## src/hdl/opmode_pkg.sv

```systemverilog
// Package of constants and types for the operating-mode controller.
package opmode_pkg;

  // ==========================================================
  // Program counter
  localparam int PC_W = 14;
  localparam logic [13:0] RESET_PC = 14'h3FFD;
  localparam logic [13:0] PC_STEP = 14'h0001;

  // ==========================================================
  // Periodic wake select value that switches the function off
  localparam int PWAKE_SEL_W = 3;
  localparam logic [2:0] PWAKE_OFF = 3'h0;

  // ==========================================================
  // Operating modes
  typedef enum logic [2:0] {
    MODE_BOOT  = 3'b000,
    MODE_RUN   = 3'b001,
    MODE_DEBUG = 3'b010,
    MODE_WAIT  = 3'b011,
    MODE_STOP  = 3'b100
  } op_mode_t;

  // ==========================================================
  // Debug command classes as delivered by the serial front end
  typedef enum logic [2:0] {
    CMD_MEM      = 3'b000,
    CMD_MEM_STAT = 3'b001,
    CMD_HALT_TO_DEBUG_INSTRUCTION     = 3'b010,
    CMD_CPU_REG  = 3'b011,
    CMD_TRACE    = 3'b100,
    CMD_GO       = 3'b101
  } dbg_cmd_t;

endpackage
```

## src/hdl/mode_cmd_if.sv

```systemverilog
// Interface between the mode controller and its debug command gate.
`timescale 1ns/10ps
`default_nettype none
interface mode_cmd_if;
  logic cmd_valid;
  opmode_pkg::dbg_cmd_t cmd_code;
  opmode_pkg::op_mode_t mode;
  logic dbg_alive;
  logic accept;
  logic reject;
  logic stat_err;

  // The controller drives the request and the mode, the gate answers.
  modport ctrl (output cmd_valid, output cmd_code, output mode, output dbg_alive,
                input accept, input reject, input stat_err);
  modport gate (input cmd_valid, input cmd_code, input mode, input dbg_alive,
                output accept, output reject, output stat_err);
endinterface
`default_nettype wire

```

## src/hdl/debug_cmd_gate.sv

```systemverilog
// Combinational admission check of debug commands against the current mode.
`timescale 1ns/10ps
`default_nettype none
module debug_cmd_gate (
  mode_cmd_if.gate cif
);

  // ==========================================================
  // Command classes
  function automatic logic is_nonintrusive(input opmode_pkg::dbg_cmd_t c);
    is_nonintrusive = (c == opmode_pkg::CMD_MEM) || (c == opmode_pkg::CMD_MEM_STAT) ||
                      (c == opmode_pkg::CMD_HALT_TO_DEBUG_INSTRUCTION);
  endfunction

  wire logic nonintr;
  wire logic low_power;
  wire logic lp_ok;
  wire logic in_run;
  wire logic in_dbg;
  wire logic heard;

  // Commands in stop are only heard while the debug clocks stay alive;
  // otherwise the front end cannot even see them, so nothing answers.
  assign nonintr = is_nonintrusive(cif.cmd_code);
  assign in_run = (cif.mode == opmode_pkg::MODE_RUN);
  assign in_dbg = (cif.mode == opmode_pkg::MODE_DEBUG);
  assign low_power = (cif.mode == opmode_pkg::MODE_WAIT) ||
                     ((cif.mode == opmode_pkg::MODE_STOP) && cif.dbg_alive);
  assign lp_ok = (cif.cmd_code == opmode_pkg::CMD_HALT_TO_DEBUG_INSTRUCTION) ||
                 (cif.cmd_code == opmode_pkg::CMD_MEM_STAT);
  assign heard = cif.cmd_valid && (in_run || in_dbg || low_power);

  // Answers: accept, refuse, or accept with the stop/wait error.
  assign cif.accept = heard && (in_dbg || (in_run && nonintr) ||
                      (low_power && lp_ok));
  assign cif.reject = heard && !cif.accept;
  assign cif.stat_err = cif.accept && low_power &&
                        (cif.cmd_code == opmode_pkg::CMD_MEM_STAT);

endmodule
`default_nettype wire

```

## src/hdl/operating_mode_control.sv

```systemverilog
// Operating-mode controller: boot mode choice, wait, stop and debug mode.
`timescale 1ns/10ps
`default_nettype none

module operating_mode_control #(
  parameter int PC_W = opmode_pkg::PC_W
) (
  input wire logic clk_sys,
  input wire logic sys_rst,
  input wire logic mode_select_debug_pin,
  input wire logic [PC_W-1:0] cpu_pc,
  input wire logic wait_exec,
  input wire logic stop_exec,
  input wire logic halt_to_debug_exec,
  input wire logic breakpoint_hit,
  input wire logic irq_request,
  input wire logic reset_pin_asserted,
  input wire logic key_wake_inputs,
  input wire logic lowvolt_wake,
  input wire logic adc_wake,
  input wire logic periodic_wake_interrupt,
  input wire logic dbg_cmd_valid,
  input wire opmode_pkg::dbg_cmd_t dbg_cmd_code,
  input wire logic stop_enable_bit,
  input wire logic internal_ref_stop_enable,
  input wire logic external_ref_stop_enable,
  input wire logic lowvolt_detect_enable,
  input wire logic lowvolt_stop_enable,
  input wire logic [2:0] periodic_wake_select,
  input wire logic debug_mode_enable,
  input wire logic adc_async_clk_enable,
  input wire logic lcd_async_ref_enable,
  output opmode_pkg::op_mode_t mode_r,
  output logic cpu_run_r,
  output logic trace_step_r,
  output logic pc_load_r,
  output logic [PC_W-1:0] pc_load_addr_r,
  output logic ilop_reset_r,
  output logic pin_reset_r,
  output logic periph_clk_en_r,
  output logic clock_gen_on_r,
  output logic regulator_full_r,
  output logic debug_clk_en_r,
  output logic pin_hold_r,
  output logic wake_clk_en_r,
  output logic ext_ref_on_r,
  output logic adc_active_r,
  output logic lcd_active_r,
  output logic cmd_accept_r,
  output logic cmd_reject_r,
  output logic cmd_stat_err_r,
  output logic mem_access_r
);

  // ==========================================================
  // Command gate
  mode_cmd_if cif ();

  debug_cmd_gate debug_cmd_gate_inst (
    .cif (cif)
  );

  assign cif.cmd_valid = dbg_cmd_valid;
  assign cif.cmd_code = dbg_cmd_code;
  assign cif.mode = mode_r;

  // ==========================================================
  // Stop configuration captured at the moment stop is entered
  logic icg_keep_r;
  logic icg_keep_nxt;
  logic dbg_keep_r;
  logic dbg_keep_nxt;
  logic lvd_keep_r;
  logic lvd_keep_nxt;
  logic [PC_W-1:0] pc_hold_r;
  logic [PC_W-1:0] pc_hold_nxt;
  opmode_pkg::op_mode_t mode_nxt;
  assign cif.dbg_alive = dbg_keep_r;

  wire logic lvd_both;
  wire logic halt_to_debug_instruction_ok;
  wire logic go_ok;
  wire logic trace_ok;
  wire logic run_to_dbg;
  wire logic stop_wake;
  wire logic pwake_live;
  wire logic stopping;
  wire logic in_stop;
  wire logic [PC_W-1:0] pc_next;

  // The detector must be enabled in stop before entry; only the value
  // seen at the stop instruction counts for the whole stop period.
  assign lvd_both = lowvolt_detect_enable && lowvolt_stop_enable;
  assign halt_to_debug_instruction_ok = cif.accept && (dbg_cmd_code == opmode_pkg::CMD_HALT_TO_DEBUG_INSTRUCTION);
  assign go_ok = cif.accept && (dbg_cmd_code == opmode_pkg::CMD_GO);
  assign trace_ok = cif.accept && (dbg_cmd_code == opmode_pkg::CMD_TRACE);
  assign run_to_dbg = halt_to_debug_exec || breakpoint_hit || halt_to_debug_instruction_ok;
  assign pwake_live = periodic_wake_interrupt &&
                      (periodic_wake_select != opmode_pkg::PWAKE_OFF);
  assign stop_wake = key_wake_inputs || lowvolt_wake || adc_wake || pwake_live;
  assign stopping = (mode_r == opmode_pkg::MODE_RUN) && !run_to_dbg && !wait_exec &&
                    stop_exec && stop_enable_bit;
  assign in_stop = (mode_nxt == opmode_pkg::MODE_STOP);
  assign pc_next = pc_hold_r + opmode_pkg::PC_STEP;

  // ==========================================================
  // Mode sequencing. Debug triggers win over wait and stop in run, and a
  // background command wins over an interrupt in the same cycle, so the
  // host never loses control of a core that it has just asked to halt.
  always_comb begin
    mode_nxt = mode_r;
    pc_hold_nxt = pc_hold_r;
    icg_keep_nxt = icg_keep_r;
    dbg_keep_nxt = dbg_keep_r;
    lvd_keep_nxt = lvd_keep_r;
    case (mode_r)
      opmode_pkg::MODE_BOOT: begin
        if (mode_select_debug_pin) begin
          mode_nxt = opmode_pkg::MODE_RUN;
        end else begin
          mode_nxt = opmode_pkg::MODE_DEBUG;
        end
      end
      opmode_pkg::MODE_RUN: begin
        if (run_to_dbg) begin
          mode_nxt = opmode_pkg::MODE_DEBUG;
        end else if (wait_exec) begin
          mode_nxt = opmode_pkg::MODE_WAIT;
          pc_hold_nxt = cpu_pc;
        end else if (stopping) begin
          mode_nxt = opmode_pkg::MODE_STOP;
          pc_hold_nxt = cpu_pc;
          icg_keep_nxt = internal_ref_stop_enable && lvd_both;
          dbg_keep_nxt = debug_mode_enable;
          lvd_keep_nxt = lvd_both;
        end
      end
      opmode_pkg::MODE_DEBUG: begin
        if (go_ok) begin
          mode_nxt = opmode_pkg::MODE_RUN;
        end
      end
      opmode_pkg::MODE_WAIT: begin
        if (halt_to_debug_instruction_ok) begin
          mode_nxt = opmode_pkg::MODE_DEBUG;
        end else if (irq_request) begin
          mode_nxt = opmode_pkg::MODE_RUN;
        end
      end
      opmode_pkg::MODE_STOP: begin
        if (reset_pin_asserted) begin
          mode_nxt = opmode_pkg::MODE_STOP;
        end else if (halt_to_debug_instruction_ok) begin
          mode_nxt = opmode_pkg::MODE_DEBUG;
        end else if (stop_wake) begin
          mode_nxt = opmode_pkg::MODE_RUN;
        end
      end
      default: begin
        mode_nxt = opmode_pkg::MODE_BOOT;
      end
    endcase
  end

  // ==========================================================
  // Program counter loads: reset address at boot, held PC plus one
  // when an interrupt ends wait or stop. Debug entry from run, wait or stop loads nothing.
  wire logic load_boot;
  wire logic load_resume;
  wire logic [PC_W-1:0] pc_load_nxt;

  assign load_boot = (mode_r == opmode_pkg::MODE_BOOT);
  assign load_resume = ((mode_r == opmode_pkg::MODE_WAIT) ||
                        (mode_r == opmode_pkg::MODE_STOP)) &&
                       (mode_nxt == opmode_pkg::MODE_RUN);
  assign pc_load_nxt = load_boot ? opmode_pkg::RESET_PC :
                       (load_resume ? pc_next : pc_load_addr_r);

  // ==========================================================
  // Unit enables for the coming cycle. Outside stop everything stays
  // powered; in stop clock generator, regulator and debug clock use captured enables, external reference a live one, converter and LCD both.
  wire logic cpu_run_nxt;
  wire logic clock_gen_nxt;
  wire logic reg_full_nxt;
  wire logic dbg_clk_nxt;
  wire logic ext_ref_nxt;
  wire logic adc_nxt;
  wire logic lcd_nxt;

  assign cpu_run_nxt = (mode_nxt == opmode_pkg::MODE_RUN);
  assign clock_gen_nxt = !in_stop || icg_keep_nxt || dbg_keep_nxt;
  assign reg_full_nxt = !in_stop || dbg_keep_nxt || lvd_keep_nxt;
  assign dbg_clk_nxt = !in_stop || dbg_keep_nxt;
  assign ext_ref_nxt = !in_stop || external_ref_stop_enable;
  assign adc_nxt = !in_stop || (adc_async_clk_enable && lvd_keep_nxt);
  assign lcd_nxt = !in_stop || (lcd_async_ref_enable && lvd_keep_nxt);

  // ==========================================================
  // Mode and captured state.
  always_ff @(posedge clk_sys) begin
    if (sys_rst) begin
      mode_r <= opmode_pkg::MODE_BOOT;
      pc_hold_r <= '0;
      icg_keep_r <= 1'b0;
      dbg_keep_r <= 1'b0;
      lvd_keep_r <= 1'b0;
    end else begin
      mode_r <= mode_nxt;
      pc_hold_r <= pc_hold_nxt;
      icg_keep_r <= icg_keep_nxt;
      dbg_keep_r <= dbg_keep_nxt;
      lvd_keep_r <= lvd_keep_nxt;
    end
  end

  // ==========================================================
  // Program counter and reset requests; the pin reset stays up while the pin is held in stop, the rest are one-cycle pulses.
  always_ff @(posedge clk_sys) begin
    if (sys_rst) begin
      pc_load_r <= 1'b0;
      pc_load_addr_r <= opmode_pkg::RESET_PC;
      ilop_reset_r <= 1'b0;
      pin_reset_r <= 1'b0;
      trace_step_r <= 1'b0;
    end else begin
      pc_load_r <= load_boot || load_resume;
      pc_load_addr_r <= pc_load_nxt;
      ilop_reset_r <= (mode_r == opmode_pkg::MODE_RUN) && !run_to_dbg && !wait_exec &&
                      stop_exec && !stop_enable_bit;
      pin_reset_r <= (mode_r == opmode_pkg::MODE_STOP) && reset_pin_asserted;
      trace_step_r <= (mode_r == opmode_pkg::MODE_DEBUG) && trace_ok;
    end
  end

  // ==========================================================
  // Clock, power and pin-hold enables.
  always_ff @(posedge clk_sys) begin
    if (sys_rst) begin
      cpu_run_r <= 1'b0;
      periph_clk_en_r <= 1'b1;
      clock_gen_on_r <= 1'b1;
      regulator_full_r <= 1'b1;
      debug_clk_en_r <= 1'b1;
      pin_hold_r <= 1'b0;
      wake_clk_en_r <= 1'b0;
      ext_ref_on_r <= 1'b1;
      adc_active_r <= 1'b1;
      lcd_active_r <= 1'b1;
    end else begin
      cpu_run_r <= cpu_run_nxt;
      periph_clk_en_r <= !in_stop;
      clock_gen_on_r <= clock_gen_nxt;
      regulator_full_r <= reg_full_nxt;
      debug_clk_en_r <= dbg_clk_nxt;
      pin_hold_r <= in_stop;
      wake_clk_en_r <= (periodic_wake_select != opmode_pkg::PWAKE_OFF);
      ext_ref_on_r <= ext_ref_nxt;
      adc_active_r <= adc_nxt;
      lcd_active_r <= lcd_nxt;
    end
  end

  // ==========================================================
  // Command answers, one-cycle pulses. A status access in wait, or in stop
  // with debug kept, is answered but never touches memory.
  always_ff @(posedge clk_sys) begin
    if (sys_rst) begin
      cmd_accept_r <= 1'b0;
      cmd_reject_r <= 1'b0;
      cmd_stat_err_r <= 1'b0;
      mem_access_r <= 1'b0;
    end else begin
      cmd_accept_r <= cif.accept;
      cmd_reject_r <= cif.reject;
      cmd_stat_err_r <= cif.stat_err;
      mem_access_r <= cif.accept && !cif.stat_err &&
                      ((dbg_cmd_code == opmode_pkg::CMD_MEM) ||
                       (dbg_cmd_code == opmode_pkg::CMD_MEM_STAT));
    end
  end
endmodule
`default_nettype wire

```

## config.mk

```make
export PLATFORM = sky130hd
export DESIGN_NAME = operating_mode_control
export DESIGN_NICKNAME = d
export VERILOG_FILES = /design/src/hdl/opmode_pkg.sv /design/src/hdl/mode_cmd_if.sv /design/src/hdl/debug_cmd_gate.sv /design/src/hdl/operating_mode_control.sv
export SDC_FILE = /design/constraint.sdc
export NUM_CORES = 1
export LEC_CHECK = 0
export ABC_AREA = 1
export BUFFER_PORTS_ARGS = -buffer_cell sky130_fd_sc_hd__buf_2
export CAP_MARGIN = 40
export CORE_MARGIN = 2
export CORE_UTILIZATION = 54
export CTS_BUF_LIST = sky130_fd_sc_hd__clkbuf_16
export DETAILED_ROUTE_END_ITERATION = 8
export PLACE_DENSITY_LB_ADDON = 0.15
export SKIP_LAST_GASP = 1
export SYNTH_ARGS = -nofsm -noshare
export SYNTH_HDL_FRONTEND = slang
export SYNTH_SLANG_ARGS = --single-unit
```

## constraint.sdc

```tcl
create_clock -name clk_sys -period 4.07 [get_ports clk_sys]
set_clock_uncertainty 0.1 [all_clocks]
set_input_delay 0.814 -clock clk_sys [delete_from_list [all_inputs] [get_ports clk_sys]]
set_output_delay 0.814 -clock clk_sys [all_outputs]
set_load 0.005 [all_outputs]
```

-- Word-level counts from Yosys, hierarchy flattened
Index checks and enable logic that the tools add are counted.
- word-level logic and storage cells: 121
- bits of input ports: 42
- output and inout port bits: 35
- bits in registers: 52
- equality and inequality tests: 10
- $add $sub $neg: 1
- reductions and logical operators: 60
- mux-type cells: 25
- bitwise gates (word level): 1
- operators by type and width (operator ; count):
    two-way mux 14 bit ; 2
    two-way mux 3 bit ; 9
    logical AND 1 bit ; 26
    logical OR 1 bit ; 22
    case mux 3 bit (5 select lines) ; 1
    adder 14 x 1 -> 14 bit, second input constant ; 1
    == test 3 bit, second input constant ; 4
    two-way mux 1 bit ; 12
    == test 3 x 1 -> 1 bit, second input constant ; 3
    == test 3 x 2 -> 1 bit, second input constant ; 3
    logical NOT 1 bit ; 6
    logical NOT 3 bit ; 2
    AND reduction 3 bit ; 1
    nonzero test 3 bit ; 1
    two-way mux 2 bit ; 1
    nonzero test 2 bit ; 1
    OR reduction 2 bit ; 1
    NOT 1 bit ; 1

-- Longest topological paths before layout
- word-level depth: 22
- depth in mapped cells: 16
- depth with buffers taken out: 15

-- Modules after synthesis
From an unflattened synthesis, not the netlist that was laid out.
- cell total of the unflattened synthesis: 322
- area, all modules: 2504.9 um^2
- by module, submodules not included (module ; cells an instance ; times used ; area each (um^2) ; seq. area each (um^2)):
    operating_mode_control ; 295 ; 1 ; 2347.3 ; 1041.0
    debug_cmd_gate ; 27 ; 1 ; 157.7 ; 0.0

-- Worst setup path after synthesis
Ideal clock, no wire load.
- path type: input to register
- start: input port dbg_cmd_code[1]
- end: register pc_load_addr_r[10]
- setup time: 0.134 ns
- slack: 1.673 ns
- data arrival time: 2.164 ns
- path buffers: 1
- data required time: 3.836 ns
- stages: 13
- cell sequence: nor2_1 -> nand2_1 -> nand2_1 -> nand2_1 -> nand2_2 -> nand3_1 -> a21oi_1 -> nand4_1 -> nor2_4 -> nand2_2 -> buf_2 -> nand2_1 -> nand3_1
- word-level cells in the longest chain between the ends: 20
- elaborated cells on any way between the ends: 30
- classes of those cells: eq/ne: 4; mux: 8; reduce/logical: 18
- RTL lines (what ; line ; text):
    from (decl) ; operating_mode_control.sv:23 ; input wire opmode_pkg::dbg_cmd_t dbg_cmd_code,
    == test 3 x 1 -> 1 bit / logical NOT 3 bit (equally long branches) ; debug_cmd_gate.sv:11, debug_cmd_gate.sv:30 ;
    logical OR 1 bit (2 in series) ; debug_cmd_gate.sv:11 ; is_nonintrusive = (c == opmode_pkg::CMD_MEM) || (c == opmode_pkg::CMD_MEM_STAT) ||
    logical AND 1 bit ; debug_cmd_gate.sv:34 ; assign cif.accept = heard && (in_dbg || (in_run && nonintr) ||
    logical OR 1 bit (2 in series) ; debug_cmd_gate.sv:34 ;
    logical AND 1 bit ; debug_cmd_gate.sv:34 ;
    logical AND 1 bit ; operating_mode_control.sv:94 ; assign halt_to_debug_instruction_ok = cif.accept && (dbg_cmd_code == opmode_pkg::CMD_HALT_TO_DEBUG_INSTRUCTION ...
    logical OR 1 bit ; operating_mode_control.sv:97 ; assign run_to_dbg = halt_to_debug_exec || breakpoint_hit || halt_to_debug_instruction_ok;
    logical NOT 1 bit ; operating_mode_control.sv:101 ; assign stopping = (mode_r == opmode_pkg::MODE_RUN) && !run_to_dbg && !wait_exec &&
    logical AND 1 bit (3 in series) ; operating_mode_control.sv:101 ;
    logical AND 1 bit ; operating_mode_control.sv:102 ; stop_exec && stop_enable_bit;
    two-way mux 3 bit ; operating_mode_control.sv:130 ; end else if (stopping) begin
    two-way mux 3 bit ; operating_mode_control.sv:127 ; end else if (wait_exec) begin
    two-way mux 3 bit ; operating_mode_control.sv:125 ; if (run_to_dbg) begin
    case mux 3 bit (5 select lines) (*) ; operating_mode_control.sv:116 ; case (mode_r)
    == test 3 x 1 -> 1 bit (*) ; operating_mode_control.sv:175 ; (mode_nxt == opmode_pkg::MODE_RUN);
    logical AND 1 bit (*) ; operating_mode_control.sv:174 ; (mode_r == opmode_pkg::MODE_STOP)) &&
    to (signal assigned) ; operating_mode_control.sv:221 ; pc_load_addr_r <= opmode_pkg::RESET_PC;
    to (signal assigned) ; operating_mode_control.sv:227 ; pc_load_addr_r <= pc_load_nxt;
    to (decl) ; operating_mode_control.sv:37 ; output logic [PC_W-1:0] pc_load_addr_r,
Every way passes the cells marked *; elsewhere a longest branch is shown, timed or not.
A chain may end at the register's enable or synchronous reset.

-- Worst setup path after layout
- start: input port dbg_cmd_code[1]
- end: register pc_load_addr_r[12]
Same word-level chain as after synthesis.

==> results by group <==
Floorplanning
  • Die Height: 69.8 um
  • Starting Density: 0.573
  • Total core area: 4090 um^2
  • Rows: 23
  • Top Ports: 77
  • Die width: roughly 70 um
  • Die area: 4880 um^2

Layout
  • Non-filler cells, final: 433
  • Area Growth Syn to Fin: 22.1%
  • Biggest regs: pc_hold_r: 14 flops, pc_load_addr_r: 14 flops, mode_r: 3 flops
  • Nets: 425
  • Share of layout cells above drive strength 1: 0.300
  • Commonest non-fill, non-tap cell in the layout: buf_2
  • Ant. Diodes: 0
  • Final core occ: 0.700
  • Commonest cells after routing, fill and taps aside: 76 x buf_2, 52 x dfxtp_1, 50 x nand2_1, 44 x nor2_1, 36 x nand3_1

Critical path
  • CP startpoint kind: input port
  • Crit path top cell by count: nand2_1
  • Critical path arrival: 2.73 ns
  • Critical-path cell list: buf_2, nor2_1, nand2_1, nand2_1, nand2_1, nand2_2, nand3_4, nand3_2, nor2_2, nand3_2, nand2_1, nor2_4, nand2_2, nand2_1, nand3_1
  • Crit Path Class: input port to flop
  • CP max FO: 17
  • CP Capture Type: flop
  • Critical path's largest stage delay: 0.29 ns
  • Cell family with most CP delay: simple AND/OR/NAND/NOR gates
  • Required time worst endpoint: roughly 4 ns
  • Reg2reg path depth: 13
  • Critical path depth in cells: 15
  • Worst path slowest cell: nor2_4
  • Worst Path Buf+Inv: 1

GRT
  • Largest net degree at the start of global routing: 18
  • First-pass GRT wire length: 8190 um
  • Total congestion overflow: 0
  • Antenna violations before repair: 0
  • Overall Global Routing Usage: 0.207
  • Vias in the first global route: 1,902

Detailed routing
  • Drt wl/cell: 11.0 um
  • Antenna Nets Post-Route: 0
  • Post-Route WL: 4770 um
  • DRC: 0
  • DR vias/cell: just under 5
  • TritonRoute pass-1 iters: 4
  • DR vias: 2,114
  • Initial drt markers: around 110

STA
  • Period utilization: 0.663
  • RSZ-0062 raised after global routing: no
  • Min Tclk post-route: 2.70 ns
  • Max Slew Vio Count: 0
  • Fmax: 0.371 GHz
  • Final hold violation count: 0
  • Least-Margin Pin Slew: between 0.8 and 0.9 ns
  • Max-slew headroom: 0.422
  • Setup TNS: 0 ns
  • Final Setup Violations: 0

Synthesis
  • Post-synth net total: 352
  • Synth Area in Simple Gates: 0.352
  • Adder-cell share of the synthesized area: 0.00534
  • Flops & latches, synth: 52
  • Post-synth ARST share: 0
  • Synth Cell Area: roughly 2300 um^2
  • Synth Instances: 309
  • Post-synthesis cell type count: 36
  • Register area share after synthesis: 0.445
  • Average size of a mapped cell: 7.58 um^2
  • Xor/xnor share of the synthesized area: 0.0374
  • Post-synthesis cell type with the largest combined area: dfxtp_1
  • Main synth FF type: dfxtp_1
  • Synth Area in Compound Gates: 0.0791
  • Warnings, synthesis: 0
  • Number of synthesized flops with an enable pin: 0
  • Top cells by area, synth: dfxtp_1 44%, nand2_1 8.0%, nand3_1 7.7%
  • Yosys top cell area share: 0.445
  • Mux cell area share after synthesis: 0
  • Largest family of logic cells by synthesized area: simple AND/OR/NAND/NOR gates

Hold path
  • Hold path cells: 2
  • Worst hold path class: flop to flop

Power
  • PD cells: 372 nW/um^2
  • Pwr Total: 1.06 mW
  • Maximum vdd drop: 215 uV
  • Leak: about 1.4 nW

Clock tree
  • CTS HTree Levels: 2
  • Post-CTS Hold Buffers: 0
  • Post-CTS Setup Inserts: 0
  • CTS tree: yes
  • PostCTS Resize Cnt: 0
  • CTS root buf: clkbuf_16
  • Clk buf depth: 2
  • Worst skew pair latency: 0.29 ns
  • Worst-path clk slew: 0.06 ns
  • Clk sinks: 52
  • CTS Buf Count: 5

Placed design
  • Placed instance count: ~430
  • Routability congestion estimate: 0.769
  • Port Buffers: 76
  • Post-DP HPWL: about 3600 um

Run status
  • Status: completed

Flow run
  • Max-cap violations: 0
==> final timing paths <==
| check | from | endpoint | slack [ns] |
|---|---|---|---|
| hold reg to reg | pc_load_addr_r[7] | pc_load_addr_r[7] | 0.36 |
| hold / removal | pc_load_addr_r[7] | pc_load_addr_r[7] | 0.36 |
| setup reg to reg | mode_r[0] | pc_load_addr_r[12] | 1.50 |
| setup / recovery | dbg_cmd_code[1] | pc_load_addr_r[12] | 1.37 |
==> cell type report <==
cell class | count | area, um^2
Tap cell | 50 | 62.6
Multi-Input combinational cell | 214 | 1110
Fill cell | 348 | 1230
Inverter | 33 | 125
Clock inverter | 3 | 15.0
Sequential cell | 52 | 1040
Clock buffer | 5 | 125
Timing Repair Buffer | 76 | 380
==> layer usage <==
metal / global-route usage / vias to the layer above / part of all wire
li1: - / 1133 / -
met2: 0.325 / 75 / 0.42
met1: 0.277 / 899 / 0.50
met3: 0.0567 / 7 / 0.067
met5: 0 / - / 0
met4: 0.0641 / 0 / 0.014
==> cell families after synthesis <==
group / after synthesis
xor gates and xnor gates: 10
buffers and inverters: 43
adders and majority gates: 1
AOI/OAI and AO/OA: 31
DFF: 52
and+or+nand+nor: 172
==> per-stage QoR <==
| step | hold WS (ns) | setup slack, ns | area (um^2) |
|---|---|---|---|
| 6_report | 0.355 | 1.37 | 2860 |
| 5_1_grt | 0.377 | 1.11 | 2860 |
| 4_1_cts | 0.358 | 1.36 | 2860 |
| 2_1_floorplan | 0.353 | 1.67 | 2340 |
| 3_5_place_dp | 0.341 | 1.10 | 2720 |
| 3_3_place_gp | 0.338 | 1.17 | 2720 |
==> power breakdown <==
group / switching [mW] / total [mW] / internal [mW]
Combinational: 0.0833 / 0.135 / 0.0520
Clock: 0.174 / 0.397 / 0.223
Sequential: 0.0107 / 0.532 / 0.521
Total: 0.268 / 1.06 / 0.797
==> synthesized netlist by cell type, drive strengths merged, types with 2 or more instances <==
cell	n
nand3b	2
xnor2	4
xor2	6
nor2	58
inv	32
nand2	58
clkbuf	5
o21ai	18
nand4	3
nand3	40
buf	5
nor3	5
nor4	2
a21oi	9
dfxtp	52
or2	3
==> worst reg2reg max path: stages (launching register included) <==
cell and delay [ns]:
dfxtp_1 0.47, nand3_1 0.20, nand2_2 0.14, nand2_1 0.07, nand2_2 0.11, nand3_4 0.12
nand3_2 0.11, nor2_2 0.05, nand3_2 0.20, nand2_1 0.13, nor2_4 0.29, nand2_2 0.25
nand2_1 0.12, nand3_1 0.07
No activity file was read; power rests on OpenSTA's default activity.
